### config.mk
export PLATFORM = sky130hd
export DESIGN_NAME = ris_selector
export DESIGN_NICKNAME = d
export VERILOG_FILES = /design/src/ris_selector.v
export VERILOG_INCLUDE_DIRS = /design/src
export SDC_FILE = /design/constraint.sdc
export NUM_CORES = 1
export LEC_CHECK = 0
export BUFFER_PORTS_ARGS = -buffer_cell sky130_fd_sc_hd__buf_2
export CAP_MARGIN = 5
export CORE_ASPECT_RATIO = 1.4
export CORE_UTILIZATION = 30
export CTS_CLUSTER_DIAMETER = 60
export DETAILED_ROUTE_END_ITERATION = 16
export GPL_TIMING_DRIVEN = 1
export HOLD_SLACK_MARGIN = 0.02
export PLACE_DENSITY_LB_ADDON = 0.12
export SETUP_SLACK_MARGIN = 0.1
export SLEW_MARGIN = 20
export SYNTH_ARGS = -nofsm -noshare
export SYNTH_HDL_FRONTEND = slang
export SYNTH_SLANG_ARGS = --single-unit
### constraint.sdc
create_clock -name clk_i -period 12.2 [get_ports clk_i]
set_input_delay 1.22 -clock clk_i [delete_from_list [all_inputs] [get_ports clk_i]]
set_output_delay 1.22 -clock clk_i [all_outputs]
set_load 0.02 [all_outputs]
### src/ris_consts.vh
// constants for the reference input selector
`ifndef RIS_CONSTS_VH
`define RIS_CONSTS_VH
`define RIS_ADR_CTRL 4'h0
`define RIS_ADR_PRIO 4'h1
`define RIS_ADR_BUF01 4'h2
`define RIS_ADR_BUF23 4'h3
`define RIS_ADR_SLEW 4'h4
`define RIS_ADR_QUAL 4'h5
`define RIS_ADR_PHASE 4'h6
`define RIS_ADR_STATUS 4'h7
`define RIS_ADR_OFFSET 4'h8
`define RIS_CTRL_RST 32'h0000_0000
`define RIS_PRIO_RST 32'h0000_3210
`define RIS_SLEW_RST 32'h0010_0100
`define RIS_QUAL_RST 32'h0000_0100
`define RIS_MODE_AUTO_REV 2'h0
`define RIS_MODE_AUTO_NREV 2'h1
`define RIS_MODE_MAN_FALL 2'h2
`define RIS_MODE_MAN_HOLD 2'h3
`define RIS_CTRL_MODE_LSB 0
`define RIS_CTRL_MAN_LSB 2
`define RIS_CTRL_PINSEL_BIT 4
`define RIS_CTRL_CANCEL_BIT 5
`define RIS_CTRL_SLEW_BIT 6
`define RIS_CTRL_HIST_BIT 7
`define RIS_KIND_DIFF_DC 4'h0
`define RIS_KIND_DIFF_AC 4'h1
`define RIS_KIND_DIFF_TERM 4'h2
`define RIS_KIND_DIFF_TERM_AC 4'h3
`define RIS_KIND_SE50 4'h4
`define RIS_KIND_SE50_AC 4'h5
`define RIS_KIND_CMOS 4'h8
`define RIS_KIND_CMOS50 4'hC
`define RIS_ST_FREERUN 2'h0
`define RIS_ST_TRACK 2'h1
`define RIS_ST_HOLD 2'h2
`endif

### src/ris_selector.v
// reference input selector: buffer decode, reference choice and hitless phase handling
//
// The address map and register access over Wishbone are this design's own decisions.
`include "ris_consts.vh"
module ris_selector #(
    parameter NREF = 4,
    parameter PW = 16
) (
    input wire clk_i,
    input wire rst_i,
    input wire wb_cyc_i,
    input wire wb_stb_i,
    input wire wb_we_i,
    input wire [5:0] wb_adr_i,
    input wire [3:0] wb_sel_i,
    input wire [31:0] wb_dat_i,
    output reg [31:0] wb_dat_o,
    output reg wb_ack_o,
    input wire [3:0] monitor_flag_i,
    input wire [1:0] select_pin_i,
    input wire [3:0] common_rate_ok_i,
    input wire [PW-1:0] phase_error_i,
    output reg [1:0] mux_select_o,
    output reg ref_active_o,
    output reg holdover_o,
    output reg [3:0] single_end_termination_switch_o,
    output reg [3:0] differential_termination_switch_o,
    output reg [3:0] bias_switch_o,
    output reg [3:0] capacitor_bypass_switch_o,
    output reg [3:0] diff_amp_detect_o,
    output reg [PW-1:0] phase_correction_o
);
    reg [31:0] ctrl_r, prio_r, buf01_r, buf23_r, slew_r, qual_r;
    reg [1:0] pin_s1_r, pin_s2_r;
    reg [3:0] flag_s1_r, flag_s2_r;
    reg [15:0] qcnt_r [0:3];
    reg [3:0] valid_r;
    reg [1:0] state_r;
    reg [1:0] cur_r;
    reg [PW-1:0] buildout_r;
    reg [15:0] stimer_r;
    reg slewing_r;
    reg [PW-1:0] offset_r;

    wire [1:0] mode = ctrl_r[`RIS_CTRL_MODE_LSB +: 2];
    wire [1:0] man_choice = ctrl_r[`RIS_CTRL_PINSEL_BIT] ? pin_s2_r :
                            ctrl_r[`RIS_CTRL_MAN_LSB +: 2];
    wire cancel_en = ctrl_r[`RIS_CTRL_CANCEL_BIT];
    wire phase_slew_enable = ctrl_r[`RIS_CTRL_SLEW_BIT];
    wire hist_valid = ctrl_r[`RIS_CTRL_HIST_BIT];
    wire [PW-1:0] phase_slew_step_limit = slew_r[PW-1:0];
    wire [15:0] phase_slew_step_timer = slew_r[31:16];

    // best valid input; less-or-equal in a downward scan keeps the lowest index on ties
    function [2:0] best_pick;
        input [3:0] v;
        input [15:0] pr;
        integer k;
        reg [3:0] bp;
        begin
            best_pick = 3'b000;
            bp = 4'hF;
            for (k = 3; k >= 0; k = k - 1) begin
                if (v[k] && pr[4*k +: 4] <= bp) begin
                    bp = pr[4*k +: 4];
                    best_pick = {1'b1, k[1:0]};
                end
            end
        end
    endfunction

    // buffer kind plus coupling to the four switch settings {s1,s2,s3,s4}
    function [3:0] decode_buf;
        input [7:0] f;
        reg [3:0] kind;
        begin
            kind = f[3:0];
            decode_buf = 4'h0;
            if (f[4]) begin
                if (kind == `RIS_KIND_CMOS)
                    decode_buf = 4'h1;
                else if (kind == `RIS_KIND_CMOS50)
                    decode_buf = 4'h9;
            end else begin
                case (kind)
                    `RIS_KIND_DIFF_AC: decode_buf = 4'h2;
                    `RIS_KIND_DIFF_TERM: decode_buf = 4'h4;
                    `RIS_KIND_DIFF_TERM_AC: decode_buf = 4'h6;
                    `RIS_KIND_SE50: decode_buf = 4'h8;
                    `RIS_KIND_SE50_AC: decode_buf = 4'hA;
                    default: decode_buf = 4'h0;
                endcase
            end
        end
    endfunction

    function is_cmos;
        input [7:0] f;
        begin
            is_cmos = (f[3:0] == `RIS_KIND_CMOS) || (f[3:0] == `RIS_KIND_CMOS50);
        end
    endfunction

    // amplitude detector is on while the bypass switch is open; CMOS inputs never use it
    function amp_on;
        input [7:0] f;
        reg [3:0] sw;
        begin
            sw = decode_buf(f);
            amp_on = !sw[0] && !is_cmos(f);
        end
    endfunction

    // register bus, one-cycle ack then a gap
    // the gap keeps a strobe that is still held at the ack edge from being taken twice
    wire wb_req = wb_cyc_i && wb_stb_i && !wb_ack_o;
    wire [3:0] wb_idx = wb_adr_i[5:2];

    function [31:0] merge;
        input [31:0] old;
        input [31:0] d;
        input [3:0] s;
        integer b;
        begin
            merge = old;
            for (b = 0; b < 4; b = b + 1)
                if (s[b])
                    merge[8*b +: 8] = d[8*b +: 8];
        end
    endfunction

    always @(posedge clk_i) begin
        if (rst_i) begin
            wb_ack_o <= 1'b0;
            wb_dat_o <= 32'h0000_0000;
            ctrl_r <= `RIS_CTRL_RST;
            prio_r <= `RIS_PRIO_RST;
            buf01_r <= 32'h0000_0000;
            buf23_r <= 32'h0000_0000;
            slew_r <= `RIS_SLEW_RST;
            qual_r <= `RIS_QUAL_RST;
        end else begin
            wb_ack_o <= wb_req;
            if (wb_req && wb_we_i) begin
                if (wb_idx == `RIS_ADR_CTRL)
                    ctrl_r <= merge(ctrl_r, wb_dat_i, wb_sel_i);
                else if (wb_idx == `RIS_ADR_PRIO)
                    prio_r <= merge(prio_r, wb_dat_i, wb_sel_i);
                else if (wb_idx == `RIS_ADR_BUF01)
                    buf01_r <= merge(buf01_r, wb_dat_i, wb_sel_i);
                else if (wb_idx == `RIS_ADR_BUF23)
                    buf23_r <= merge(buf23_r, wb_dat_i, wb_sel_i);
                else if (wb_idx == `RIS_ADR_SLEW)
                    slew_r <= merge(slew_r, wb_dat_i, wb_sel_i);
                else if (wb_idx == `RIS_ADR_QUAL)
                    qual_r <= merge(qual_r, wb_dat_i, wb_sel_i);
            end
            if (wb_req && !wb_we_i) begin
                if (wb_idx == `RIS_ADR_CTRL)
                    wb_dat_o <= ctrl_r;
                else if (wb_idx == `RIS_ADR_PRIO)
                    wb_dat_o <= prio_r;
                else if (wb_idx == `RIS_ADR_BUF01)
                    wb_dat_o <= buf01_r;
                else if (wb_idx == `RIS_ADR_BUF23)
                    wb_dat_o <= buf23_r;
                else if (wb_idx == `RIS_ADR_SLEW)
                    wb_dat_o <= slew_r;
                else if (wb_idx == `RIS_ADR_QUAL)
                    wb_dat_o <= qual_r;
                else if (wb_idx == `RIS_ADR_PHASE)
                    wb_dat_o <= {{(32-PW){1'b0}}, offset_r};
                else if (wb_idx == `RIS_ADR_STATUS)
                    wb_dat_o <= {22'h0, slewing_r, valid_r, state_r, cur_r, 1'b0};
                else if (wb_idx == `RIS_ADR_OFFSET)
                    wb_dat_o <= {{(32-PW){1'b0}}, buildout_r};
                else
                    wb_dat_o <= 32'h0000_0000;
            end
        end
    end

    // pin and monitor synchronisers
    always @(posedge clk_i) begin
        if (rst_i) begin
            pin_s1_r <= 2'h0;
            pin_s2_r <= 2'h0;
            flag_s1_r <= 4'hF;
            flag_s2_r <= 4'hF;
        end else begin
            pin_s1_r <= select_pin_i;
            pin_s2_r <= pin_s1_r;
            flag_s1_r <= monitor_flag_i;
            flag_s2_r <= flag_s1_r;
        end
    end

    // qualification timers; a flag restarts the wait
    integer q;
    always @(posedge clk_i) begin
        if (rst_i) begin
            for (q = 0; q < NREF; q = q + 1) begin
                qcnt_r[q] <= 16'h0000;
            end
            valid_r <= 4'h0;
        end else begin
            for (q = 0; q < NREF; q = q + 1) begin
                if (flag_s2_r[q]) begin
                    qcnt_r[q] <= 16'h0000;
                    valid_r[q] <= 1'b0;
                end else if (qcnt_r[q] >= qual_r[15:0]) begin
                    valid_r[q] <= 1'b1;
                end else begin
                    qcnt_r[q] <= qcnt_r[q] + 16'h0001;
                end
            end
        end
    end

    // an input only competes if its predivided rate matches the loop comparison rate
    wire [3:0] usable = valid_r & common_rate_ok_i;
    wire [2:0] best = best_pick(usable, prio_r[15:0]);

    reg [1:0] state_nxt;
    reg [1:0] cur_nxt;
    always @* begin
        state_nxt = state_r;
        cur_nxt = cur_r;
        case (mode)
            `RIS_MODE_AUTO_REV: begin
                if (best[2]) begin
                    cur_nxt = best[1:0];
                    state_nxt = `RIS_ST_TRACK;
                end
            end
            `RIS_MODE_AUTO_NREV: begin
                if (state_r == `RIS_ST_TRACK && usable[cur_r]) begin
                    cur_nxt = cur_r;
                end else if (best[2]) begin
                    cur_nxt = best[1:0];
                    state_nxt = `RIS_ST_TRACK;
                end
            end
            `RIS_MODE_MAN_FALL: begin
                if (usable[man_choice]) begin
                    cur_nxt = man_choice;
                    state_nxt = `RIS_ST_TRACK;
                end else if (best[2]) begin
                    cur_nxt = best[1:0];
                    state_nxt = `RIS_ST_TRACK;
                end
            end
            default: begin
                if (usable[man_choice]) begin
                    cur_nxt = man_choice;
                    state_nxt = `RIS_ST_TRACK;
                end else begin
                    // an unusable manual choice drops out of tracking, other inputs are not tried
                    state_nxt = `RIS_ST_FREERUN;
                end
            end
        endcase
        if (!(state_nxt == `RIS_ST_TRACK && usable[cur_nxt]))
            state_nxt = hist_valid ? `RIS_ST_HOLD : `RIS_ST_FREERUN;
    end

    wire switching = (state_nxt == `RIS_ST_TRACK) &&
                     (state_r == `RIS_ST_TRACK) && (cur_nxt != cur_r);
    wire acquiring = (state_nxt == `RIS_ST_TRACK) && (state_r != `RIS_ST_TRACK);
    // locked pairs share the common rate so the measured offset is a fixed phase
    wire freq_locked = common_rate_ok_i[cur_r] && common_rate_ok_i[cur_nxt];

    wire [PW-1:0] neg_lim = {PW{1'b0}} - phase_slew_step_limit;
    wire signed [PW-1:0] bo_s = buildout_r;

    always @(posedge clk_i) begin
        if (rst_i) begin
            state_r <= `RIS_ST_FREERUN;
            cur_r <= 2'h0;
            buildout_r <= {PW{1'b0}};
            stimer_r <= 16'h0000;
            slewing_r <= 1'b0;
            offset_r <= {PW{1'b0}};
        end else begin
            state_r <= state_nxt;
            cur_r <= cur_nxt;
            // last offset measured at a switch or on acquisition, kept for software even when nothing is built out
            if (switching || acquiring)
                offset_r <= phase_error_i;
            if (switching && cancel_en && freq_locked) begin
                buildout_r <= buildout_r + phase_error_i;
                slewing_r <= phase_slew_enable;
                stimer_r <= 16'h0000;
            end else if ((acquiring || (switching && !freq_locked)) && phase_slew_enable) begin
                buildout_r <= phase_error_i;
                slewing_r <= 1'b1;
                stimer_r <= 16'h0000;
            end else if (switching || acquiring) begin
                buildout_r <= {PW{1'b0}};
                slewing_r <= 1'b0;
            end else if (slewing_r && phase_slew_enable) begin
                // steps toward zero from either sign; the last partial step clears the rest
                if (stimer_r >= phase_slew_step_timer) begin
                    stimer_r <= 16'h0000;
                    if (!bo_s[PW-1] && buildout_r > phase_slew_step_limit)
                        buildout_r <= buildout_r - phase_slew_step_limit;
                    else if (bo_s[PW-1] && buildout_r < neg_lim)
                        buildout_r <= buildout_r + phase_slew_step_limit;
                    else begin
                        buildout_r <= {PW{1'b0}};
                        slewing_r <= 1'b0;
                    end
                end else begin
                    stimer_r <= stimer_r + 16'h0001;
                end
            end else if (!phase_slew_enable) begin
                slewing_r <= 1'b0;
            end
        end
    end

    always @(posedge clk_i) begin
        if (rst_i) begin
            mux_select_o <= 2'h0;
            ref_active_o <= 1'b0;
            holdover_o <= 1'b0;
            phase_correction_o <= {PW{1'b0}};
            single_end_termination_switch_o <= 4'h0;
            differential_termination_switch_o <= 4'h0;
            bias_switch_o <= 4'h0;
            capacitor_bypass_switch_o <= 4'h0;
            diff_amp_detect_o <= 4'h0;
        end else begin
            mux_select_o <= cur_r;
            ref_active_o <= (state_r == `RIS_ST_TRACK);
            holdover_o <= (state_r == `RIS_ST_HOLD);
            phase_correction_o <= buildout_r;
            {single_end_termination_switch_o[0], differential_termination_switch_o[0],
             bias_switch_o[0], capacitor_bypass_switch_o[0]} <= decode_buf(buf01_r[7:0]);
            {single_end_termination_switch_o[1], differential_termination_switch_o[1],
             bias_switch_o[1], capacitor_bypass_switch_o[1]} <= decode_buf(buf01_r[15:8]);
            {single_end_termination_switch_o[2], differential_termination_switch_o[2],
             bias_switch_o[2], capacitor_bypass_switch_o[2]} <= decode_buf(buf23_r[7:0]);
            {single_end_termination_switch_o[3], differential_termination_switch_o[3],
             bias_switch_o[3], capacitor_bypass_switch_o[3]} <= decode_buf(buf23_r[15:8]);
            diff_amp_detect_o[0] <= amp_on(buf01_r[7:0]);
            diff_amp_detect_o[1] <= amp_on(buf01_r[15:8]);
            diff_amp_detect_o[2] <= amp_on(buf23_r[7:0]);
            diff_amp_detect_o[3] <= amp_on(buf23_r[15:8]);
        end
    end
endmodule

==> results.py <==
metrics = {
    "routing": {
        "drt_iter0_markers": 1592,
        "dr.pass1.iters": 6,
        "wl_per_cell_um": 22.35,
        "viasPerCell": 5.481,
        "drt.antenna.violating_nets": 0,
        "drt_wl_total_um": 81210,
        "vias": 19917,
        "drcViolationCount": 0,
    },
    "die": {
        "pin_count": 146,
        "die-area_um2": 75460,
        "die_w_um": 232.5,
        "die_h_um": 324.6,
        "core_area_um2": 73200,
        "rows": 117,
        "initial_utilization_pct": 30.48,
    },
    "synth": {
        "synth_nets": 2813,
        "synth_edf_count": 64,
        "synth_cell_type_count": 76,
        "synthesis.area_um2": 22310,
        "synth_cells": 2580,
        "yosys_warnings": 0,
        "synth.avg_cell_area_um2": 8.646,
        "synth_flop_cell": "dfxtp_1",
        "ys_ff_latch": 398,
        "synth_seq_area_share_pct": 38.59,
        "synthArstFlopShare_pct": 0,
    },
    "place": {
        "hpwl_um": 57710,
        "io_buffers": 143,
        "place.gp.congestion": 0.8996,
    },
    "setup_path": {
        "critPathLaunchType": "primary input",
        "max_stage_delay_ns": 0.77,
        "cp_common_cell": "nor2_1",
        "worstPathRequired_ns": 12.72,
        "critPathMaxFanout": 53,
        "path_class": "primary input to flop",
        "cp.arrival_ns": 8.25,
        "slowest_stage": "o32ai_1",
        "critPathCaptureType": "flop",
    },
    "worst_hold_path": {
        "worstHoldPathType": "flop to flop",
    },
    "clock_tree": {
        "clkSlewWorstSetupHoldPaths_ns": 0.06,
        "cts_hold_buf": 0,
        "cts_tree": "built",
        "root_buffer": "clkbuf_16",
        "post-cts-setup-buffers": 0,
        "numCtsBuffers": 48,
        "clockBufferDepth": 3,
        "post_cts_resized": 0,
        "clk_latency_ns": 0.62,
        "cts_sinks": 398,
        "htreeDepth": 2,
    },
    "pwr": {
        "leakage_nw": 9.431,
        "peakVddDrop_mv": 0.09026,
        "power_density_nw_per_um2": 117.7,
    },
    "final_layout": {
        "drive_gt1_share_pct": 11.09,
        "most-common-layout-cells": "dfxtp_1, nor2_1, nand2_1",
        "fillers": 7646,
        "multiInputGateArea_um2": 12810,
        "layout.nets": 2873,
        "final_util_pct": 34.82,
        "syn2layout_area_growth_pct": 14.26,
        "seq_area_um2": 8608,
        "final_common_cell": "dfxtp_1",
    },
    "sta": {
        "maxSlewHeadroom_pct": 24.88,
        "clock_skew_ns": 0.03429,
        "tightest_slew_ns": 1.127,
        "setup_tns_ns": 0,
        "slew_violations": 0,
        "finalCriticalPeriod_ns": 7.726,
        "hold_violations": 0,
        "max_freq_mhz": 129.4,
        "timing.final.crit_share_pct": 63.33,
        "rsz0062_at_grt": "no",
        "setup_violations": 0,
    },
    "global_routing": {
        "grt_pass1_vias": 19415,
        "grt_usage_pct": 21.04,
        "antenna_found_initial": 11,
        "grt_pass1_wl_um": 122400,
        "grt_start_max_net_pins": 217,
        "grt_overflow": 0,
    },
    "status": {
        "status": "complete, no violations",
    },
    "flow_run": {
        "cap_viol_max_count": 0,
    },
}
[critical path: cells and delay by family]
kind | cells | cell delay [ns]
AO/OA/AOI/OAI | 12 | 3.62
AND/OR/NAND/NOR | 9 | 1.40
adder cells (fa/ha/maj) | 3 | 0.78
buffers and inverters | 2 | 0.73
multiplexers | 1 | 0.43
[cell type report]
cell class | count | area share (%)
multi-input combinational | 1933 | 50.25
sequential | 398 | 33.77
clock inverter | 24 | 0.9622
timing repair buffer | 158 | 3.338
inverter | 101 | 1.487
antenna | 3 | 0.02945
tap | 952 | 4.673
clock buffer | 65 | 5.488
[cells in the mapped netlist (all sizes together) (18+ instances only)]
cell type,number,share of area [%]
xnor2,60,2.4
a222oi,21,0.94
nand4,21,0.62
a22oi,18,0.61
mux2i,126,5.7
nand3,155,3.5
o21ai,65,1.5
nor4,52,1.5
a211oi,32,1.1
and3,45,1.3
inv,101,1.7
nor3,67,1.5
dfxtp,334,30
nor2b,37,1.0
or2,18,0.50
ha,157,8.8
a311oi,20,0.79
nand2b,27,0.76
nand2,228,3.8
nor2,289,5.0
a21o,44,1.5
a21oi,179,4.0
xor2,34,1.3
a221oi,33,1.4
clkbuf,133,2.2
edfxtp,64,8.6
[flip-flops by register name, indices dropped and copies added, names as in the netlist, 16 cells and up]
signal and cells:
phase_correction_o 16, buf23_r 32, stimer_r 16, wb_dat_o 32
qcnt_r 64, ctrl_r 32, offset_r 16, bo_s 16
buf01_r 32, slew_r 32, qual_r 32, prio_r 32
[report_power, final]
part	total (mW)	internal (mW)	leakage (nW)	switching (mW)
sequential	1.35	1.34	3.49	0.00815
combinational	0.149	0.0402	5.13	0.109
clock	1.50	0.878	0.817	0.626
total	3.00	2.26	9.43	0.743
[layer usage]
layer | GRT usage, % | up-vias | part of all wire [%]
met5 | 0 | - | 0.10
met4 | 6.124 | 16 | 2.5
met3 | 3.099 | 122 | 4.7
met2 | 36.87 | 526 | 50
met1 | 26.32 | 9740 | 43
li1 | - | 9513 | -
[logic make-up (layout without fill, tap and decap cells)]
family	count (synthesis)	in the layout	share of synthesized area, %
other cells	0	3	0
simple gates	984	984	20.89
buf+inv	249	348	4.257
mux	130	130	5.906
compound gates	564	564	17.53
fa+ha+maj	161	161	9.126
xor+xnor	94	94	3.691
flops	398	398	38.59
[per-stage QoR]
step	power (mW)	setup slack (ns)	instance area [um2]	hold slack [ns]	cells
after floorplan	1.453	5.386	22310	0.3895	2580
after global placement	1.523	3.864	23830	0.4026	3542
after detailed placement	1.524	3.743	23830	0.3949	3542
after CTS	3.042	4.368	25470	0.4088	3631
after global routing	3.100	4.030	25490	0.4348	3634
final	3.000	4.474	25490	0.4078	3634
[path summary, 6_finish.rpt]
path | cells after the start | endpoint | from | slack (ns)
worst max-delay path | 27 | bo_s[15] | common_rate_ok_i[3] | 4.47
worst min register to register | 1 | flag_s2_r[2] | flag_s1_r[2] | 0.41
worst max register to register | 25 | bo_s[15] | valid_r[3] | 4.81
worst min-delay path | 1 | flag_s2_r[2] | flag_s1_r[2] | 0.41
Power figures use the tool's default switching activity.
